File: config.mk
export PLATFORM = sky130hd
export DESIGN_NAME = sbs_sequencer
export DESIGN_NICKNAME = d
export VERILOG_FILES = /design/src/rtl/sbs_sequencer.v
export VERILOG_INCLUDE_DIRS = /design/src /design/src/rtl
export SDC_FILE = /design/constraint.sdc
export NUM_CORES = 1
export LEC_CHECK = 0
export ABC_CLOCK_PERIOD_IN_PS = 4400
export BUFFER_PORTS_ARGS = -buffer_cell sky130_fd_sc_hd__clkbuf_2
export CAP_MARGIN = 30
export CORE_MARGIN = 4
export CORE_UTILIZATION = 40
export CTS_CLUSTER_DIAMETER = 200
export DETAILED_ROUTE_END_ITERATION = 10
export HOLD_SLACK_MARGIN = 0.02
export PLACE_DENSITY = 0.53
export SLEW_MARGIN = 0
export SYNTH_ARGS = -nofsm -noshare
export SYNTH_HDL_FRONTEND = slang
export SYNTH_SLANG_ARGS = --single-unit
File: constraint.sdc
create_clock -name pclk -period 4.4 [get_ports pclk]
set_input_delay 0 -clock pclk [delete_from_list [all_inputs] [get_ports pclk]]
set_output_delay 0 -clock pclk [all_outputs]
set_load 0.02 [all_outputs]
File: src/rtl/sbs_defines.vh
`ifndef SBS_DEFINES_VH
`define SBS_DEFINES_VH
// register byte offsets
`define SBS_CTRL_OFF    12'h000
`define SBS_CFG_OFF     12'h004
`define SBS_DLY_OFF     12'h008
`define SBS_FBDLY_OFF   12'h00c
`define SBS_STAT_OFF    12'h010
// ctrl fields (software pulses and mode)
`define SBS_CTRL_MODE_LSB   0
`define SBS_CTRL_START_BIT  2
`define SBS_CTRL_STOP_BIT   3
`define SBS_CTRL_MKEY_BIT   4
`define SBS_CTRL_GKEY_BIT   5
`define SBS_CTRL_ACK_BIT    6
// cfg fields
`define SBS_CFG_MOWN_LSB    0
`define SBS_CFG_GOWN_LSB    2
`define SBS_CFG_CHG_BIT     4
`define SBS_CFG_MFAIL_LSB   8
`define SBS_CFG_AUTOOPEN_BIT 16
`define SBS_CFG_INSTANT_BIT 17
`define SBS_CFG_MSENSE_BIT  18
`define SBS_CFG_RST         32'h0000_0010
// modes
`define SBS_MODE_OFF  2'h0
`define SBS_MODE_MAN  2'h1
`define SBS_MODE_AUTO 2'h2
// ownership codes
`define SBS_OWN_EXT_BIT 1
// timing: system tick period in us and key hold time in ms
`define SBS_TICK_US     1000
`define SBS_CLK_MHZ     200
`define SBS_TICK_CYC    (`SBS_TICK_US * `SBS_CLK_MHZ)
`define SBS_HOLD_MS     5000
`define SBS_HOLD_TICKS  (`SBS_HOLD_MS * 1000 / `SBS_TICK_US)
// engine states
`define SBS_ENG_STOP  2'h0
`define SBS_ENG_CRANK 2'h1
`define SBS_ENG_RUN   2'h2
`endif

File: src/rtl/sbs_sequencer.v
// Functional notes
// - start after mains bad for delay, stop after mains good for delay
// - no load discharge before gen breaker opens; discharge acts as trip
// - without mains sensing, mains counts as always bad
// - mains ownership: 0,1 own; 2,3 external
// - gen ownership: 0,1 own; 2,3 external
// - manual mains key toggles mains breaker when owned
// - manual gen key requests gen breaker open or close when owned
// - gen breaker closes only with mains open, never volts both sides
// - mains breaker closes only with gen open, never volts both sides
// - gen feedback blocks mains close while gen not reported open
// - mains opens normally only with engine running to allow gen close
// - manual mode accepts open request for either breaker
// - manual gen close with mains closed opens mains first, if enabled
// - manual mains close with gen closed opens gen first, if enabled
// - gen feedback delay nonzero gives close and open fail warnings
// - mains feedback delay nonzero gives close and open fail warnings
// - mains fail setting nonzero runs gen while mains breaker not closed
// - expected mains auto open suppresses mains close fail in mains loss
// - auto opening instant 0 at gen ready, 1 before engine start
// - mains key held 5 s with engine stopped forces mains open
// - start and stop keys run the engine in manual mode
// - engine start only outside off mode and with no trips
// - gen closes only when running and in tolerance; opening always ok
module sbs_sequencer (
  input  wire        pclk,          // 200 MHz clock
  input  wire        presetn,       // async reset, active low
  input  wire        psel,          // apb select
  input  wire        penable,       // apb enable
  input  wire        pwrite,        // apb direction
  input  wire [11:0] paddr,         // apb byte address
  input  wire [31:0] pwdata,        // apb write data
  output wire        pready,        // apb ready
  output reg  [31:0] prdata,        // apb read data
  output wire        pslverr,       // apb error
  input  wire        mains_ok_pin,  // mains within tolerance
  input  wire        mains_live_pin,// voltage on mains side
  input  wire        gen_ok_pin,    // gen volts and freq in tolerance
  input  wire        gen_live_pin,  // voltage on gen side
  input  wire        mains_fb_pin,  // mains breaker closed contact
  input  wire        gen_fb_pin,    // gen breaker closed contact
  input  wire        trip_pin,      // shutdown, deactivation or discharge
  input  wire        mkey_pin,      // panel mains breaker key
  output reg         mains_coil_q,  // mains breaker close command
  output reg         gen_coil_q,    // gen breaker close command
  output reg         engine_run_q   // engine run command
);
`include "sbs_defines.vh"

  //////////////////////////////////////////////////////////////////////////
  // pin synchronisers
  reg  [8:0] s1_q;
  reg  [8:0] s2_q;
  always @(posedge pclk or negedge presetn)
  begin
    if (!presetn)
    begin
      s1_q <= 9'h000;
      s2_q <= 9'h000;
    end
    else
    begin
      s1_q <= {mkey_pin, trip_pin, gen_fb_pin, mains_fb_pin, gen_live_pin,
               gen_ok_pin, mains_live_pin, mains_ok_pin, 1'b0};
      s2_q <= s1_q;
    end
  end
  wire m_ok    = s2_q[1];
  wire m_live  = s2_q[2];
  wire g_ok    = s2_q[3];
  wire g_live  = s2_q[4];
  wire m_fb    = s2_q[5];
  wire g_fb    = s2_q[6];
  wire trip    = s2_q[7]; // discharge already folded in as deactivation
  wire mkey    = s2_q[8];

  //////////////////////////////////////////////////////////////////////////
  // apb registers
  reg  [1:0]  mode_q;
  reg  [31:0] cfg_q;
  reg  [31:0] dly_q;     // [15:0] start delay, [31:16] stop delay, ticks
  reg  [31:0] fbdly_q;   // [15:0] mains fb ticks, [31:16] gen fb ticks
  reg  [3:0]  warn_q;
  wire        wr_en = psel & penable & pwrite;
  wire        wr_ctrl = wr_en & (paddr == `SBS_CTRL_OFF);
  wire        start_key = wr_ctrl & pwdata[`SBS_CTRL_START_BIT];
  wire        stop_key  = wr_ctrl & pwdata[`SBS_CTRL_STOP_BIT];
  wire        mkey_sw   = wr_ctrl & pwdata[`SBS_CTRL_MKEY_BIT];
  wire        gkey_sw   = wr_ctrl & pwdata[`SBS_CTRL_GKEY_BIT];
  wire        ack       = wr_ctrl & pwdata[`SBS_CTRL_ACK_BIT];
  wire        known = (paddr == `SBS_CTRL_OFF) | (paddr == `SBS_CFG_OFF) |
                      (paddr == `SBS_DLY_OFF) | (paddr == `SBS_FBDLY_OFF) |
                      (paddr == `SBS_STAT_OFF);
  assign pready  = 1'b1;
  assign pslverr = psel & penable & ~known;

  // register writes
  always @(posedge pclk or negedge presetn)
  begin
    if (!presetn)
    begin
      mode_q  <= `SBS_MODE_OFF;
      cfg_q   <= `SBS_CFG_RST;
      dly_q   <= 32'h0000_0000;
      fbdly_q <= 32'h0000_0000;
    end
    else if (wr_en)
    begin
      if (paddr == `SBS_CTRL_OFF)
        mode_q <= pwdata[`SBS_CTRL_MODE_LSB +: 2];
      if (paddr == `SBS_CFG_OFF)
        cfg_q <= pwdata;
      if (paddr == `SBS_DLY_OFF)
        dly_q <= pwdata;
      if (paddr == `SBS_FBDLY_OFF)
        fbdly_q <= pwdata;
    end
  end

  // decoded configuration
  wire man   = (mode_q == `SBS_MODE_MAN);
  wire auto  = (mode_q == `SBS_MODE_AUTO);
  wire m_own = ~cfg_q[`SBS_CFG_MOWN_LSB + `SBS_OWN_EXT_BIT];
  wire g_own = ~cfg_q[`SBS_CFG_GOWN_LSB + `SBS_OWN_EXT_BIT];
  wire chg   = cfg_q[`SBS_CFG_CHG_BIT];
  wire mfail_en = |cfg_q[`SBS_CFG_MFAIL_LSB +: 8];
  wire auto_open = cfg_q[`SBS_CFG_AUTOOPEN_BIT];
  wire instant = cfg_q[`SBS_CFG_INSTANT_BIT];
  wire m_good = cfg_q[`SBS_CFG_MSENSE_BIT] & m_ok;

  //////////////////////////////////////////////////////////////////////////
  // system tick divider
  // divider limit held at the counter's own width
  localparam [17:0] TICK_LAST = `SBS_TICK_CYC - 1;
  reg  [17:0] tdiv_q;
  wire        tick = (tdiv_q == TICK_LAST);
  always @(posedge pclk or negedge presetn)
  begin
    if (!presetn)
      tdiv_q <= 18'h00000;
    else
      tdiv_q <= tick ? 18'h00000 : tdiv_q + 18'h00001;
  end

  //////////////////////////////////////////////////////////////////////////
  // mains status filter with start and stop delays
  reg  [15:0] mcnt_q;
  reg         m_bad_q;    // mains declared out of tolerance
  always @(posedge pclk or negedge presetn)
  begin
    if (!presetn)
    begin
      mcnt_q  <= 16'h0000;
      m_bad_q <= 1'b0;
    end
    else if (m_good == ~m_bad_q)
      mcnt_q <= 16'h0000; // state agrees with declared state: no count
    else if (tick)
    begin
      if (mcnt_q >= (m_bad_q ? dly_q[31:16] : dly_q[15:0]))
      begin
        m_bad_q <= ~m_bad_q;
        mcnt_q  <= 16'h0000;
      end
      else
        mcnt_q <= mcnt_q + 16'h0001;
    end
  end

  //////////////////////////////////////////////////////////////////////////
  // mains key hold timer
  localparam [12:0] HOLD_LIM = `SBS_HOLD_TICKS;
  reg  [12:0] hold_q;
  wire        hold_done = (hold_q == HOLD_LIM);
  always @(posedge pclk or negedge presetn)
  begin
    if (!presetn)
      hold_q <= 13'h0000;
    else if (!mkey)
      hold_q <= 13'h0000;
    else if (tick && !hold_done)
      hold_q <= hold_q + 13'h0001;
  end
  reg hold_seen_q;

  //////////////////////////////////////////////////////////////////////////
  // engine sequencing
  reg  [1:0]  eng_q;
  // close-fail warning only keeps the gen running with mains-fail set
  wire        need_auto = auto & (m_bad_q | (mfail_en & (~m_fb | warn_q[0])));
  wire        start_ok = (mode_q != `SBS_MODE_OFF) & ~trip;
  wire        gen_ready = (eng_q == `SBS_ENG_RUN) & g_ok;
  reg         man_run_q;
  always @(posedge pclk or negedge presetn)
  begin
    if (!presetn)
      man_run_q <= 1'b0;
    else if (!man || stop_key)
      man_run_q <= 1'b0;
    else if (start_key)
      man_run_q <= 1'b1;
  end
  wire        run_req = start_ok & (need_auto | (man & man_run_q));
  always @(posedge pclk or negedge presetn)
  begin
    if (!presetn)
    begin
      eng_q        <= `SBS_ENG_STOP;
      engine_run_q <= 1'b0;
    end
    else
    begin
      case (eng_q)
        `SBS_ENG_STOP:
          if (run_req && !(auto && instant && m_fb && m_own))
          begin
            eng_q        <= `SBS_ENG_CRANK;
            engine_run_q <= 1'b1;
          end
        `SBS_ENG_CRANK:
          if (!run_req)
          begin
            eng_q        <= `SBS_ENG_STOP;
            engine_run_q <= 1'b0;
          end
          else if (g_ok)
            eng_q <= `SBS_ENG_RUN;
        `SBS_ENG_RUN:
          if (!run_req && !gen_coil_q)
          begin
            eng_q        <= `SBS_ENG_STOP;
            engine_run_q <= 1'b0;
          end
        default:
        begin
          eng_q        <= `SBS_ENG_STOP;
          engine_run_q <= 1'b0;
        end
      endcase
    end
  end

  //////////////////////////////////////////////////////////////////////////
  // breaker commands and interlocks
  wire g_open_fb = ~g_fb;                 // feedback absent reads as open
  wire mkey_evt  = man & mkey_sw;
  wire gkey_evt  = man & gkey_sw;
  reg  g_pend_q;   // gen close waiting for mains to open
  reg  m_pend_q;   // mains close waiting for gen to open
  wire g_close_ok = ~mains_coil_q & ~m_fb & ~(m_live & g_live) & gen_ready &
                    ~trip;
  wire m_close_ok = ~gen_coil_q & g_open_fb & ~(m_live & g_live);
  // automatic targets
  wire a_gen  = auto & gen_ready & run_req;
  wire a_mopen = auto & ((a_gen) |
                 (instant & m_bad_q & (eng_q == `SBS_ENG_STOP)));
  always @(posedge pclk or negedge presetn)
  begin
    if (!presetn)
    begin
      mains_coil_q <= 1'b0;
      gen_coil_q   <= 1'b0;
      g_pend_q     <= 1'b0;
      m_pend_q     <= 1'b0;
      hold_seen_q  <= 1'b0;
    end
    else
    begin
      hold_seen_q <= hold_done;
      // gen breaker
      if (!g_own)
        gen_coil_q <= 1'b0;
      else if (trip)
        gen_coil_q <= 1'b0;
      else if (gkey_evt && gen_coil_q)
        gen_coil_q <= 1'b0;
      else if (gkey_evt && mains_coil_q && chg && m_own)
        g_pend_q <= 1'b1;
      else if ((gkey_evt || g_pend_q) && g_close_ok)
      begin
        gen_coil_q <= 1'b1;
        g_pend_q   <= 1'b0;
      end
      else if (auto)
        gen_coil_q <= a_gen & g_close_ok | gen_coil_q & a_gen;
      else if (!man)
        gen_coil_q <= 1'b0;
      // mains breaker
      if (!m_own)
        mains_coil_q <= 1'b0;
      else if (mkey && hold_done && !hold_seen_q &&
               eng_q == `SBS_ENG_STOP)
        mains_coil_q <= 1'b0;
      else if (g_pend_q)
        mains_coil_q <= 1'b0;
      else if (mkey_evt && mains_coil_q)
        mains_coil_q <= 1'b0;
      else if (mkey_evt && gen_coil_q && chg && g_own)
      begin
        m_pend_q   <= 1'b1;
        gen_coil_q <= 1'b0;
      end
      else if ((mkey_evt || m_pend_q) && m_close_ok)
      begin
        mains_coil_q <= 1'b1;
        m_pend_q     <= 1'b0;
      end
      else if (auto)
        mains_coil_q <= ~a_mopen & (mains_coil_q | m_close_ok);
    end
  end

  //////////////////////////////////////////////////////////////////////////
  // breaker feedback supervision, one generate per breaker
  // index 0 mains, 1 gen; warn bits: close fail, open fail
  wire [1:0] cmd  = {gen_coil_q, mains_coil_q};
  wire [1:0] fbk  = {g_fb, m_fb};
  wire [3:0] wset;
  genvar gi;
  generate
    for (gi = 0; gi < 2; gi = gi + 1)
    begin : g_sup
      reg  [15:0] fcnt_q;
      reg         cmd_q;
      wire [15:0] lim = fbdly_q[16*gi +: 16];
      always @(posedge pclk or negedge presetn)
      begin
        if (!presetn)
        begin
          fcnt_q <= 16'h0000;
          cmd_q  <= 1'b0;
        end
        else
        begin
          cmd_q <= cmd[gi];
          if (cmd_q != cmd[gi] || fbk[gi] == cmd[gi])
            fcnt_q <= 16'h0000;
          else if (tick && fcnt_q != lim)
            fcnt_q <= fcnt_q + 16'h0001;
        end
      end
      wire expire = (lim != 16'h0000) && (fcnt_q == lim) &&
                    (fbk[gi] != cmd[gi]);
      assign wset[2*gi]   = expire & cmd[gi];
      assign wset[2*gi+1] = expire & ~cmd[gi];
    end
  endgenerate

  // sticky warnings, set wins over acknowledge
  always @(posedge pclk or negedge presetn)
  begin
    if (!presetn)
      warn_q <= 4'h0;
    else
      warn_q <= (ack ? 4'h0 : warn_q) |
                (wset & {2'b11, 1'b1, ~(auto_open & m_bad_q)});
  end

  //////////////////////////////////////////////////////////////////////////
  // read mux
  always @*
  begin
    case (paddr)
      `SBS_CTRL_OFF:  prdata = {30'h0, mode_q};
      `SBS_CFG_OFF:   prdata = cfg_q;
      `SBS_DLY_OFF:   prdata = dly_q;
      `SBS_FBDLY_OFF: prdata = fbdly_q;
      `SBS_STAT_OFF:  prdata = {20'h0, warn_q, eng_q, m_bad_q, g_pend_q,
                                m_pend_q, engine_run_q, gen_coil_q,
                                mains_coil_q};
      default:        prdata = 32'h0000_0000;
    endcase
  end
endmodule

==> results of run 1 <==
[cell type report]
class | instances | share of cell area
multi-input cells | 771 | 0.428
flip-flops and latches | 209 | 0.394
repair buffers | 143 | 0.0733
clock buffers | 33 | 0.0509
well taps | 378 | 0.0356
clock inverters | 13 | 0.0122
inverters | 22 | 0.00622
[worst max-delay path by stage]
| stage | start | end | slack (ns) | cells after the start |
|---|---|---|---|---|
| floorplan | m_bad_q$_DFFE_PN0P_ | mcnt_q[10]$_DFFE_PN0P_ | 0.99 | 11 |
| finish | m_bad_q$_DFFE_PN0P_ | mcnt_q[5]$_DFFE_PN0P_ | 0.87 | 9 |
| CTS | m_bad_q$_DFFE_PN0P_ | mcnt_q[5]$_DFFE_PN0P_ | 0.84 | 9 |
| global route | m_bad_q$_DFFE_PN0P_ | mcnt_q[10]$_DFFE_PN0P_ | 0.58 | 9 |
| global placement | m_bad_q$_DFFE_PN0P_ | mcnt_q[13]$_DFFE_PN0P_ | 0.92 | 9 |
| detailed placement | m_bad_q$_DFFE_PN0P_ | mcnt_q[5]$_DFFE_PN0P_ | 0.90 | 9 |
[power groups by stage]
stage | Combinational, mW | Sequential [mW] | Clock (mW)
final | 0.158 | 1.94 | 2.11
after global routing | 0.178 | 1.94 | 2.25
after CTS | 0.162 | 1.94 | 2.17
after detailed placement | 0.133 | 1.97 | 0
after global placement | 0.133 | 1.97 | 0
after floorplan | 0.0382 | 1.97 | 0
[cells in the mapped netlist, types with 6 or more instances]
cell type | n | area (sq um)
sky130_fd_sc_hd__ha_1 | 24 | 300
sky130_fd_sc_hd__nand2_1 | 114 | 428
sky130_fd_sc_hd__a41o_1 | 6 | 60.1
sky130_fd_sc_hd__nand4_1 | 23 | 144
sky130_fd_sc_hd__buf_6 | 6 | 67.6
sky130_fd_sc_hd__nor3_1 | 16 | 80.1
sky130_fd_sc_hd__nand3_1 | 31 | 155
sky130_fd_sc_hd__mux2_4 | 60 | 901
sky130_fd_sc_hd__clkbuf_1 | 21 | 78.8
sky130_fd_sc_hd__mux2i_1 | 26 | 260
sky130_fd_sc_hd__and2_1 | 10 | 62.6
sky130_fd_sc_hd__nor2_1 | 69 | 259
sky130_fd_sc_hd__dfrtp_1 | 208 | 5200
sky130_fd_sc_hd__a31o_2 | 6 | 52.6
sky130_fd_sc_hd__a21oi_1 | 31 | 155
sky130_fd_sc_hd__inv_1 | 22 | 82.6
sky130_fd_sc_hd__o21ai_0 | 67 | 335
sky130_fd_sc_hd__or3_1 | 18 | 113
sky130_fd_sc_hd__and3_1 | 15 | 93.8
sky130_fd_sc_hd__xnor2_1 | 55 | 482
sky130_fd_sc_hd__a221o_1 | 8 | 80.1
sky130_fd_sc_hd__nand2b_1 | 8 | 50.1
sky130_fd_sc_hd__a22o_1 | 33 | 289
sky130_fd_sc_hd__xor2_1 | 11 | 96.3
sky130_fd_sc_hd__mux2_2 | 42 | 473
sky130_fd_sc_hd__nor4_1 | 17 | 106
sky130_fd_sc_hd__buf_2 | 10 | 50.1
[repair_timing]
item / CTS / global route
endpoints found under the hold margin: 239 / 0
setup buffers: 0 / 0
hold buffers: 43 / 0
endpoints found under the setup margin: 0 / 0
[flip-flops by register name (all words and copies together), names as in the netlist]
| register | cells |
|---|---|
| g_pend_q | 1 |
| cfg_q | 32 |
| man_run_q | 1 |
| mcnt_q | 16 |
| fbdly_q | 32 |
| dly_q | 32 |
| m_bad_q | 1 |
| warn_q | 4 |
| mains_coil_q | 1 |
| mode_q | 2 |
| engine_run_q | 1 |
| s2_q | 8 |
| tdiv_q | 18 |
| g_sup.fcnt_q | 32 |
| eng_q | 2 |
| hold_seen_q | 1 |
| gen_coil_q | 1 |
| s1_q | 8 |
| m_pend_q | 1 |
| hold_q | 13 |
| g_sup.cmd_q | 2 |
[layer usage]
metal | part of all wire | vias to the layer above | track usage
met1 | 0.47 | 4145 | 0.282
met2 | 0.46 | 175 | 0.297
met5 | 0 | - | 0
li1 | - | 4062 | -
met4 | 0.028 | 0 | 0.0520
met3 | 0.041 | 41 | 0.0283
[per-stage QoR]
stage / hold WS [ns] / util
floorplan: -0.296 / -
global placement: 0.110 / 0.431
detailed placement: 0.110 / 0.431
CTS: 0.0689 / 0.477
global route: 0.0895 / 0.477
finish: 0.103 / 0.477
[logic make-up after synthesis]
group / Yosys count
other: 1
adder cells (fa/ha/maj): 24
multiplexers: 128
flip-flops: 209
AND/OR/NAND/NOR: 364
buffers and inverters: 70
AO/OA/AOI/OAI: 188
XOR/XNOR: 66
[placed cells by master (no fill, tap or decap), types with 6 or more instances in the layout]
cell	instances
sky130_fd_sc_hd__a21oi_1	31
sky130_fd_sc_hd__a221o_1	8
sky130_fd_sc_hd__a22o_1	33
sky130_fd_sc_hd__a31o_2	6
sky130_fd_sc_hd__a41o_1	6
sky130_fd_sc_hd__and2_1	10
sky130_fd_sc_hd__and3_1	15
sky130_fd_sc_hd__buf_4	7
sky130_fd_sc_hd__clkbuf_1	6
sky130_fd_sc_hd__clkbuf_16	25
sky130_fd_sc_hd__clkbuf_2	91
sky130_fd_sc_hd__clkinv_2	6
sky130_fd_sc_hd__dfrtp_1	208
sky130_fd_sc_hd__dlygate4sd3_1	43
sky130_fd_sc_hd__ha_1	24
sky130_fd_sc_hd__inv_1	22
sky130_fd_sc_hd__mux2_2	42
sky130_fd_sc_hd__mux2_4	60
sky130_fd_sc_hd__mux2i_1	26
sky130_fd_sc_hd__nand2_1	114
sky130_fd_sc_hd__nand2b_1	8
sky130_fd_sc_hd__nand3_1	31
sky130_fd_sc_hd__nand4_1	23
sky130_fd_sc_hd__nor2_1	69
sky130_fd_sc_hd__nor3_1	16
sky130_fd_sc_hd__nor4_1	17
sky130_fd_sc_hd__o21ai_0	67
sky130_fd_sc_hd__or3_1	18
sky130_fd_sc_hd__xnor2_1	55
sky130_fd_sc_hd__xor2_1	11
==> results.txt, run 1 <==
The die covers 0.0310 sq mm. The run gives 3.25 mW as the internal power. The multiplexer share of the synthesized area works out to 0.144.

In this design, the critical path's most frequently occurring cell is sky130_fd_sc_hd__nor2_1. The global-route total usage across every layer is 0.192. Clock skew after layout: 0.0290 ns. TritonCTS built the clock tree. The run gives 0.0120 sq mm as the total cell area at the placement stage.

In this run the critical register-to-register path is captured at mcnt_q[5]$_DFFE_PN0P_. On the worst path, the slowest cell contributes a delay of 0.71 ns. The number of nets with antenna violations after detailed routing came out at 0.

The cell at the root of the clock tree was sky130_fd_sc_hd__clkbuf_16. The synthesized netlist occupies a cell area of 0.0113 sq mm. The die height came out at 176 um. Number of antenna repair diodes: 0.

For the total power after layout, the log shows 4.20 mW. Across all setup checks in the final design, the least slack found is 0.866 ns. The flow ran to the end, and the final reports show no timing, DRC or antenna violations.

The area growth from synthesis to layout is 17.5%. The number of placed instances, taps included, is 1,480. The setup TNS was 0 ns; the total nets after synthesis was 1,131. After synthesis, the largest family of logic cells by area is simple AND/OR/NAND/NOR gates.

During placement, the flow inserted port buffers numbering 92. The post-placement worst setup slack was 0.905 ns. Traced cell by cell, the critical path runs through buf_4, mux2_2, ha_1, nor3b_1, nor2_1, o221ai_1, nand3_1, nor2_1, a22o_1.

For this block, the routed nets add up to 29,600 um of wire. For the post-layout instance count excluding filler cells, the log shows 1,569. Setup repair after global routing left no endpoint under its margin. In this run the standard cell core region covers 0.0279 sq mm. The number of CTS-inserted buffers is 25, and the via count is 8,423.

CTS saw 209 sinks. For the relative slew slack, the log shows 0.333. The wire-length estimate of the detail-placed layout is 20,700 um. Kind of cell adding the most delay to the critical path: simple AND/OR/NAND/NOR gates. The net count reported at finish is 1,253, and the switching power is 947 uW. Setup violations remaining at the end of the flow were counted as 0. The yosys synthesis warning count is 0. The reg-to-reg setup timing slack is 0.87 ns, and the initial standard-cell utilization of the core is 0.406. The total count of max-transition violations in the final report came out at 0.

The final count of hold timing violations is 0, and the first-pass GRT wire length is 47,700 um. The logs give 0 for the final routed DRC violation total and 0.038 for the power share of the combinational group. The via count of the first global-routing pass is 8,295. For the initial antenna violation count, the log shows 0. The path with the worst hold slack has its endpoint at s1_q[3]$_DFF_PN0_. Entering global routing, the biggest net connects 127 pins.

After clock tree synthesis, the clock-pin slew on the worst setup and hold paths is 0.06 ns. The tools report the cell count after synthesis as 1,050. The share of cells above drive strength 1 was 0.221; the die span in x was 176 um. Leakage dissipation: 6.06 nW. Simple-gate share of the synthesized area: 0.168.

The power share of the sequential group was 0.461. The min-delay analysis places its worst path in the category input pin to register. STA classifies the critical path startpoint as a register. The portion of the clock cycle consumed by the worst path in the final layout is 0.803, and the CTS H-tree depth is 1. The sequential cells in the finished layout cover a total of 0.00523 sq mm. Total buffers and inverters traversed by the critical path: 1. The setup path with the least slack is of type register to register. Number of cells on the worst hold path: 2. The slowest stage of the critical path is the sky130_fd_sc_hd__nor2_1 cell. After detailed routing, the average wire length per cell comes to 18.9 um.

The tools report the largest vdd supply drop as 0.223 mV. The critical path required time was 4.85 ns; the number of max-capacitance violations reported was 0. The power per standard cell area came out at 316 mW/mm^2. The fraction of power consumed by the clock network is 0.502, and the residual overflow from global routing is 0.

The run gives 75 as the unique cell type count in the Yosys netlist. The maximum frequency from static timing analysis is 0.283 GHz, and the post-detailed-route via-to-cell ratio is 5.37. Peak fanout along the critical path: 23. In this run the deepest clock path goes through 3 buffers. The layout has 2,559 filler cells. The share of the synthesized netlist area taken by xor and xnor gates is 0.0511.

The tools report the sequential cell area fraction in the yosys report as 0.463. The worst path needs 3.53 ns of the cycle, external delays included. Summing all multi-input logic gate instances after layout gives 0.00569 sq mm. The number of instances resized during post-cts repair was 0; the count of flip-flops with a built-in enable after synthesis was 0. Switching power as a share of total power: 0.225.

The complex-gate fraction of the synthesized area was 0.112; the register bit total from synthesis was 209. Data arrives at the worst endpoint at 3.98 ns. The first TritonRoute pass finished after 5 iterations. The worst register-to-register path has a depth of 9. The violation count after the first detailed-routing iteration came out at 510. The worst hold path begins at gen_ok_pin. The post-synthesis adder-cell area fraction is 0.0265. Flip-flop cell with the highest count after synthesis: sky130_fd_sc_hd__dfrtp_1.

The mean area per synthesized cell was 10.8 sq um; the async set-reset flop share out of synthesis was 1.00. The routability congestion estimate came out at 0.848. For the pin with the worst max-slew slack, the measured transition is 0.992 ns. The worst setup path is captured at a register.

The clock insertion delay at the later pin of the skew report was 0.54 ns; the final design area excluding fillers was 0.0133 sq mm. The launch instance of the worst register-to-register path was m_bad_q$_DFFE_PN0P_. For this design the top-level I/O count stands at 94.

After floorplanning, the core was divided into 61 placement rows.
(Power assumes the default switching activity.)
==> run 2, diff against run 1 <==
Settings changed: ABC_CLOCK_PERIOD_IN_PS 4400 to 3650.
Clock period 4.4 ns to 3.65 ns, I/O delays scaled along.
==> run 2 against run 1 <==
  * Clock skew is 0.014 ns lower
  * Final area is 0.44% higher
  * Count of clock-buffer cells in the layout is 5 higher
  * Largest cell class unchanged
  * Largest power group unchanged
  * Global-route usage is 0.63 points higher
  * Sequential power is 20% higher
  * Wire length is 2.0% higher
==> results.txt, run 2 (synthesis results as in run 1) <==
The run finished with clean final reports. For the setup TNS, the log shows 0 ns (unchanged). The logs give 0.039 (about the same) for the power share of the combinational group and 0 (unchanged) for the final count of negative-setup-slack endpoints. The power per standard cell area was 378 mW/mm^2 (+19%).

The worst setup path is captured at a register. The detailed placement HPWL was 21,300 um (+2.8%). The initial standard-cell utilization of the core was 0.406 (unchanged).

The number of rows created at floorplan is 61 (unchanged), and the clock insertion delay at the later pin of the skew report is 0.53 ns (about the same). Setup fix buffers added after clock tree synthesis: 0 (unchanged). Setup repair after global routing left no endpoint under its margin.

The relative slew slack was 0.362 (+0.0294). Violation count after the first detailed-routing iteration: 585 (+15%). The tightest min-delay check is of the input pin to async pin type. The run gives 0.493 ns (-0.373 ns) as the worst setup margin. The relative area change from synthesis to final layout is 18.0%. The CTS H-tree depth was 1 (unchanged). Die span in x: 176 um (unchanged). The critical path class was register to register.

The total count of max-transition violations in the final report was 0 (unchanged); the number of instances resized during post-cts repair was 0 (unchanged). For the post-route worst hold slack, the log shows 0.105 ns (+0.00274 ns). The net count reported at finish is 1,262 (+0.72%), and the first-pass GRT wire length is 49,400 um (+3.5%).

The number of antenna repair diodes came out at 0 (unchanged). The run gives 0 (unchanged) as the initial antenna violation count. For the largest vdd supply drop, the log shows 0.331 mV (+48%). The number of max-capacitance violations reported was 0 (unchanged). The clock input transition at the sequential cells of the worst setup and hold paths came out at 0.06 ns (about the same).

The number of optimization iterations in the first detailed-route pass was 5 (unchanged). Share of cells above drive strength 1: 0.227 (+0.00584). The run gives 209 (unchanged) as the total clock sinks. The number of I/O pins is 94 (unchanged). The run gives 0.198 (+0.00627) as the global-route total usage across every layer. Traced cell by cell, the critical path runs through buf_4, mux2i_1, ha_1, nor3_1, nor2_1, o221ai_1, buf_4, nand3_1, nor2_1, a22o_1. The library cell used most frequently in the layout, excluding fill and tap cells, is sky130_fd_sc_hd__dfrtp_1. In the layout the commonest cells are sky130_fd_sc_hd__dfrtp_1, sky130_fd_sc_hd__nand2_1, sky130_fd_sc_hd__clkbuf_2. The critical path required time is 4.11 ns (-0.74 ns), and the average wire per standard cell is 19.1 um (+1.4%). The tools report the post-placement worst setup slack as 0.539 ns (-0.365 ns).

The final routed DRC violation total is 0 (unchanged). The tools report the routed wire length as 30,200 um (+2.0%). The kind of launch point of the worst setup path is a register. The kind of cell adding the most delay to the critical path is simple AND/OR/NAND/NOR gates. The number of nets with antenna violations after detailed routing is 0 (unchanged), and the peak fanout along the critical path is 14 (-39%). The internal power was 3.92 mW (+20%); the pin count of the biggest net entering global routing was 115 (-9.4%). The switching power is 1.12 mW (+19%), and the clock skew after layout is 0.0150 ns (-0.0140 ns). The maximum frequency from static timing analysis was 0.317 GHz (+12%). The standard cell core area is 0.0279 sq mm (unchanged), and the via count is 8,463 (+0.47%). The actual slew at the worst max-slew pin is 0.956 ns (-0.0359 ns). The number of port buffers works out to 92 (unchanged). For the residual overflow from global routing, the log shows 0 (unchanged). The tools report the cell at the root of the clock tree as sky130_fd_sc_hd__clkbuf_16. Number of CTS-inserted buffers: 26 (+4.0%).

TritonCTS built the clock tree. The routability congestion estimate was 0.819 (-3.4%); the final critical delay including setup and external delays was 3.16 ns (-0.377 ns). The switching power as a share of total power is 0.223 (-0.00244). The run gives 0.498 (-0.004) as the fraction of power consumed by the clock network. The slowest stage of the critical path belongs to the cell sky130_fd_sc_hd__dfrtp_1. The run gives 0.0310 sq mm (unchanged) as the die footprint. The number of buffers between clock root and the deepest sink was 3 (unchanged); the count of hold-fix buffers inserted at cts was 43 (unchanged). The run gives 0 (unchanged) as the final count of hold timing violations. The power share of the sequential group came out at 0.463 (+0.002). Portion of the clock cycle consumed by the worst path in the final layout: 0.865 (+0.0617).

The endpoint arrival time on the critical path was 3.61 ns (-0.37 ns); the die height was 176 um (unchanged). Post-detailed-route via-to-cell ratio: 5.36 (about the same). The leakage dissipation was 6.11 nW (+0.89%); the total buffers and inverters traversed by the critical path was 2 (+1). The via count of the first global-routing pass is 8,671 (+4.5%), and the largest incremental delay on the critical path is 0.66 ns (-0.05 ns).
## run 2: routing by layer
metal	share of wire	global-route usage
met4	0.031	0.0611
met1	0.47	0.288
met2	0.46	0.308
met5	0	0
met3	0.040	0.0281
## run 2: path summary, 6_finish.rpt
kind / start / endpoint / slack [ns] / cells after the start
max in group asynchronous: presetn / cfg_q[24]$_DFFE_PN0P_ / 2.51 / 3
worst max register to register: m_bad_q$_DFFE_PN0P_ / mcnt_q[5]$_DFFE_PN0P_ / 0.49 / 10
min in group pclk: gen_fb_pin / s1_q[6]$_DFF_PN0_ / 0.11 / 2
worst min register to register: s1_q[3]$_DFF_PN0_ / s2_q[3]$_DFF_PN0_ / 0.34 / 0
worst min-delay path: presetn / tdiv_q[4]$_DFF_PN0_ / 0.11 / 2
worst max-delay path: m_bad_q$_DFFE_PN0P_ / mcnt_q[5]$_DFFE_PN0P_ / 0.49 / 10
## run 2: area by class of cell
| type | count | area, sq um |
|---|---|---|
| fill | 2597 | 14500 |
| sequential | 209 | 5230 |
| clock buffer | 38 | 767 |
| clock inverter | 9 | 70.1 |
| timing repair buffer | 151 | 1030 |
| tap | 378 | 473 |
| multi-input combinational | 771 | 5690 |
| inverter | 22 | 82.6 |
## run 2: power by group through the flow
stage / Combinational, mW / Clock [mW] / Sequential, mW
finish: 0.195 / 2.51 / 2.33
global route: 0.220 / 2.69 / 2.33
CTS: 0.199 / 2.57 / 2.33
detailed placement: 0.164 / 0 / 2.38
global placement: 0.164 / 0 / 2.38
floorplan: 0.0461 / 0 / 2.37
## run 2: metrics by stage
step | area, sq um | utilization | power (mW) | cells
after floorplan | 11300 | - | 2.42 | 1050
after global placement | 12100 | 0.434 | 2.54 | 1488
after detailed placement | 12100 | 0.434 | 2.54 | 1488
after CTS | 13300 | 0.479 | 5.11 | 1578
after global routing | 13300 | 0.479 | 5.24 | 1578
final | 13300 | 0.479 | 5.04 | 1578
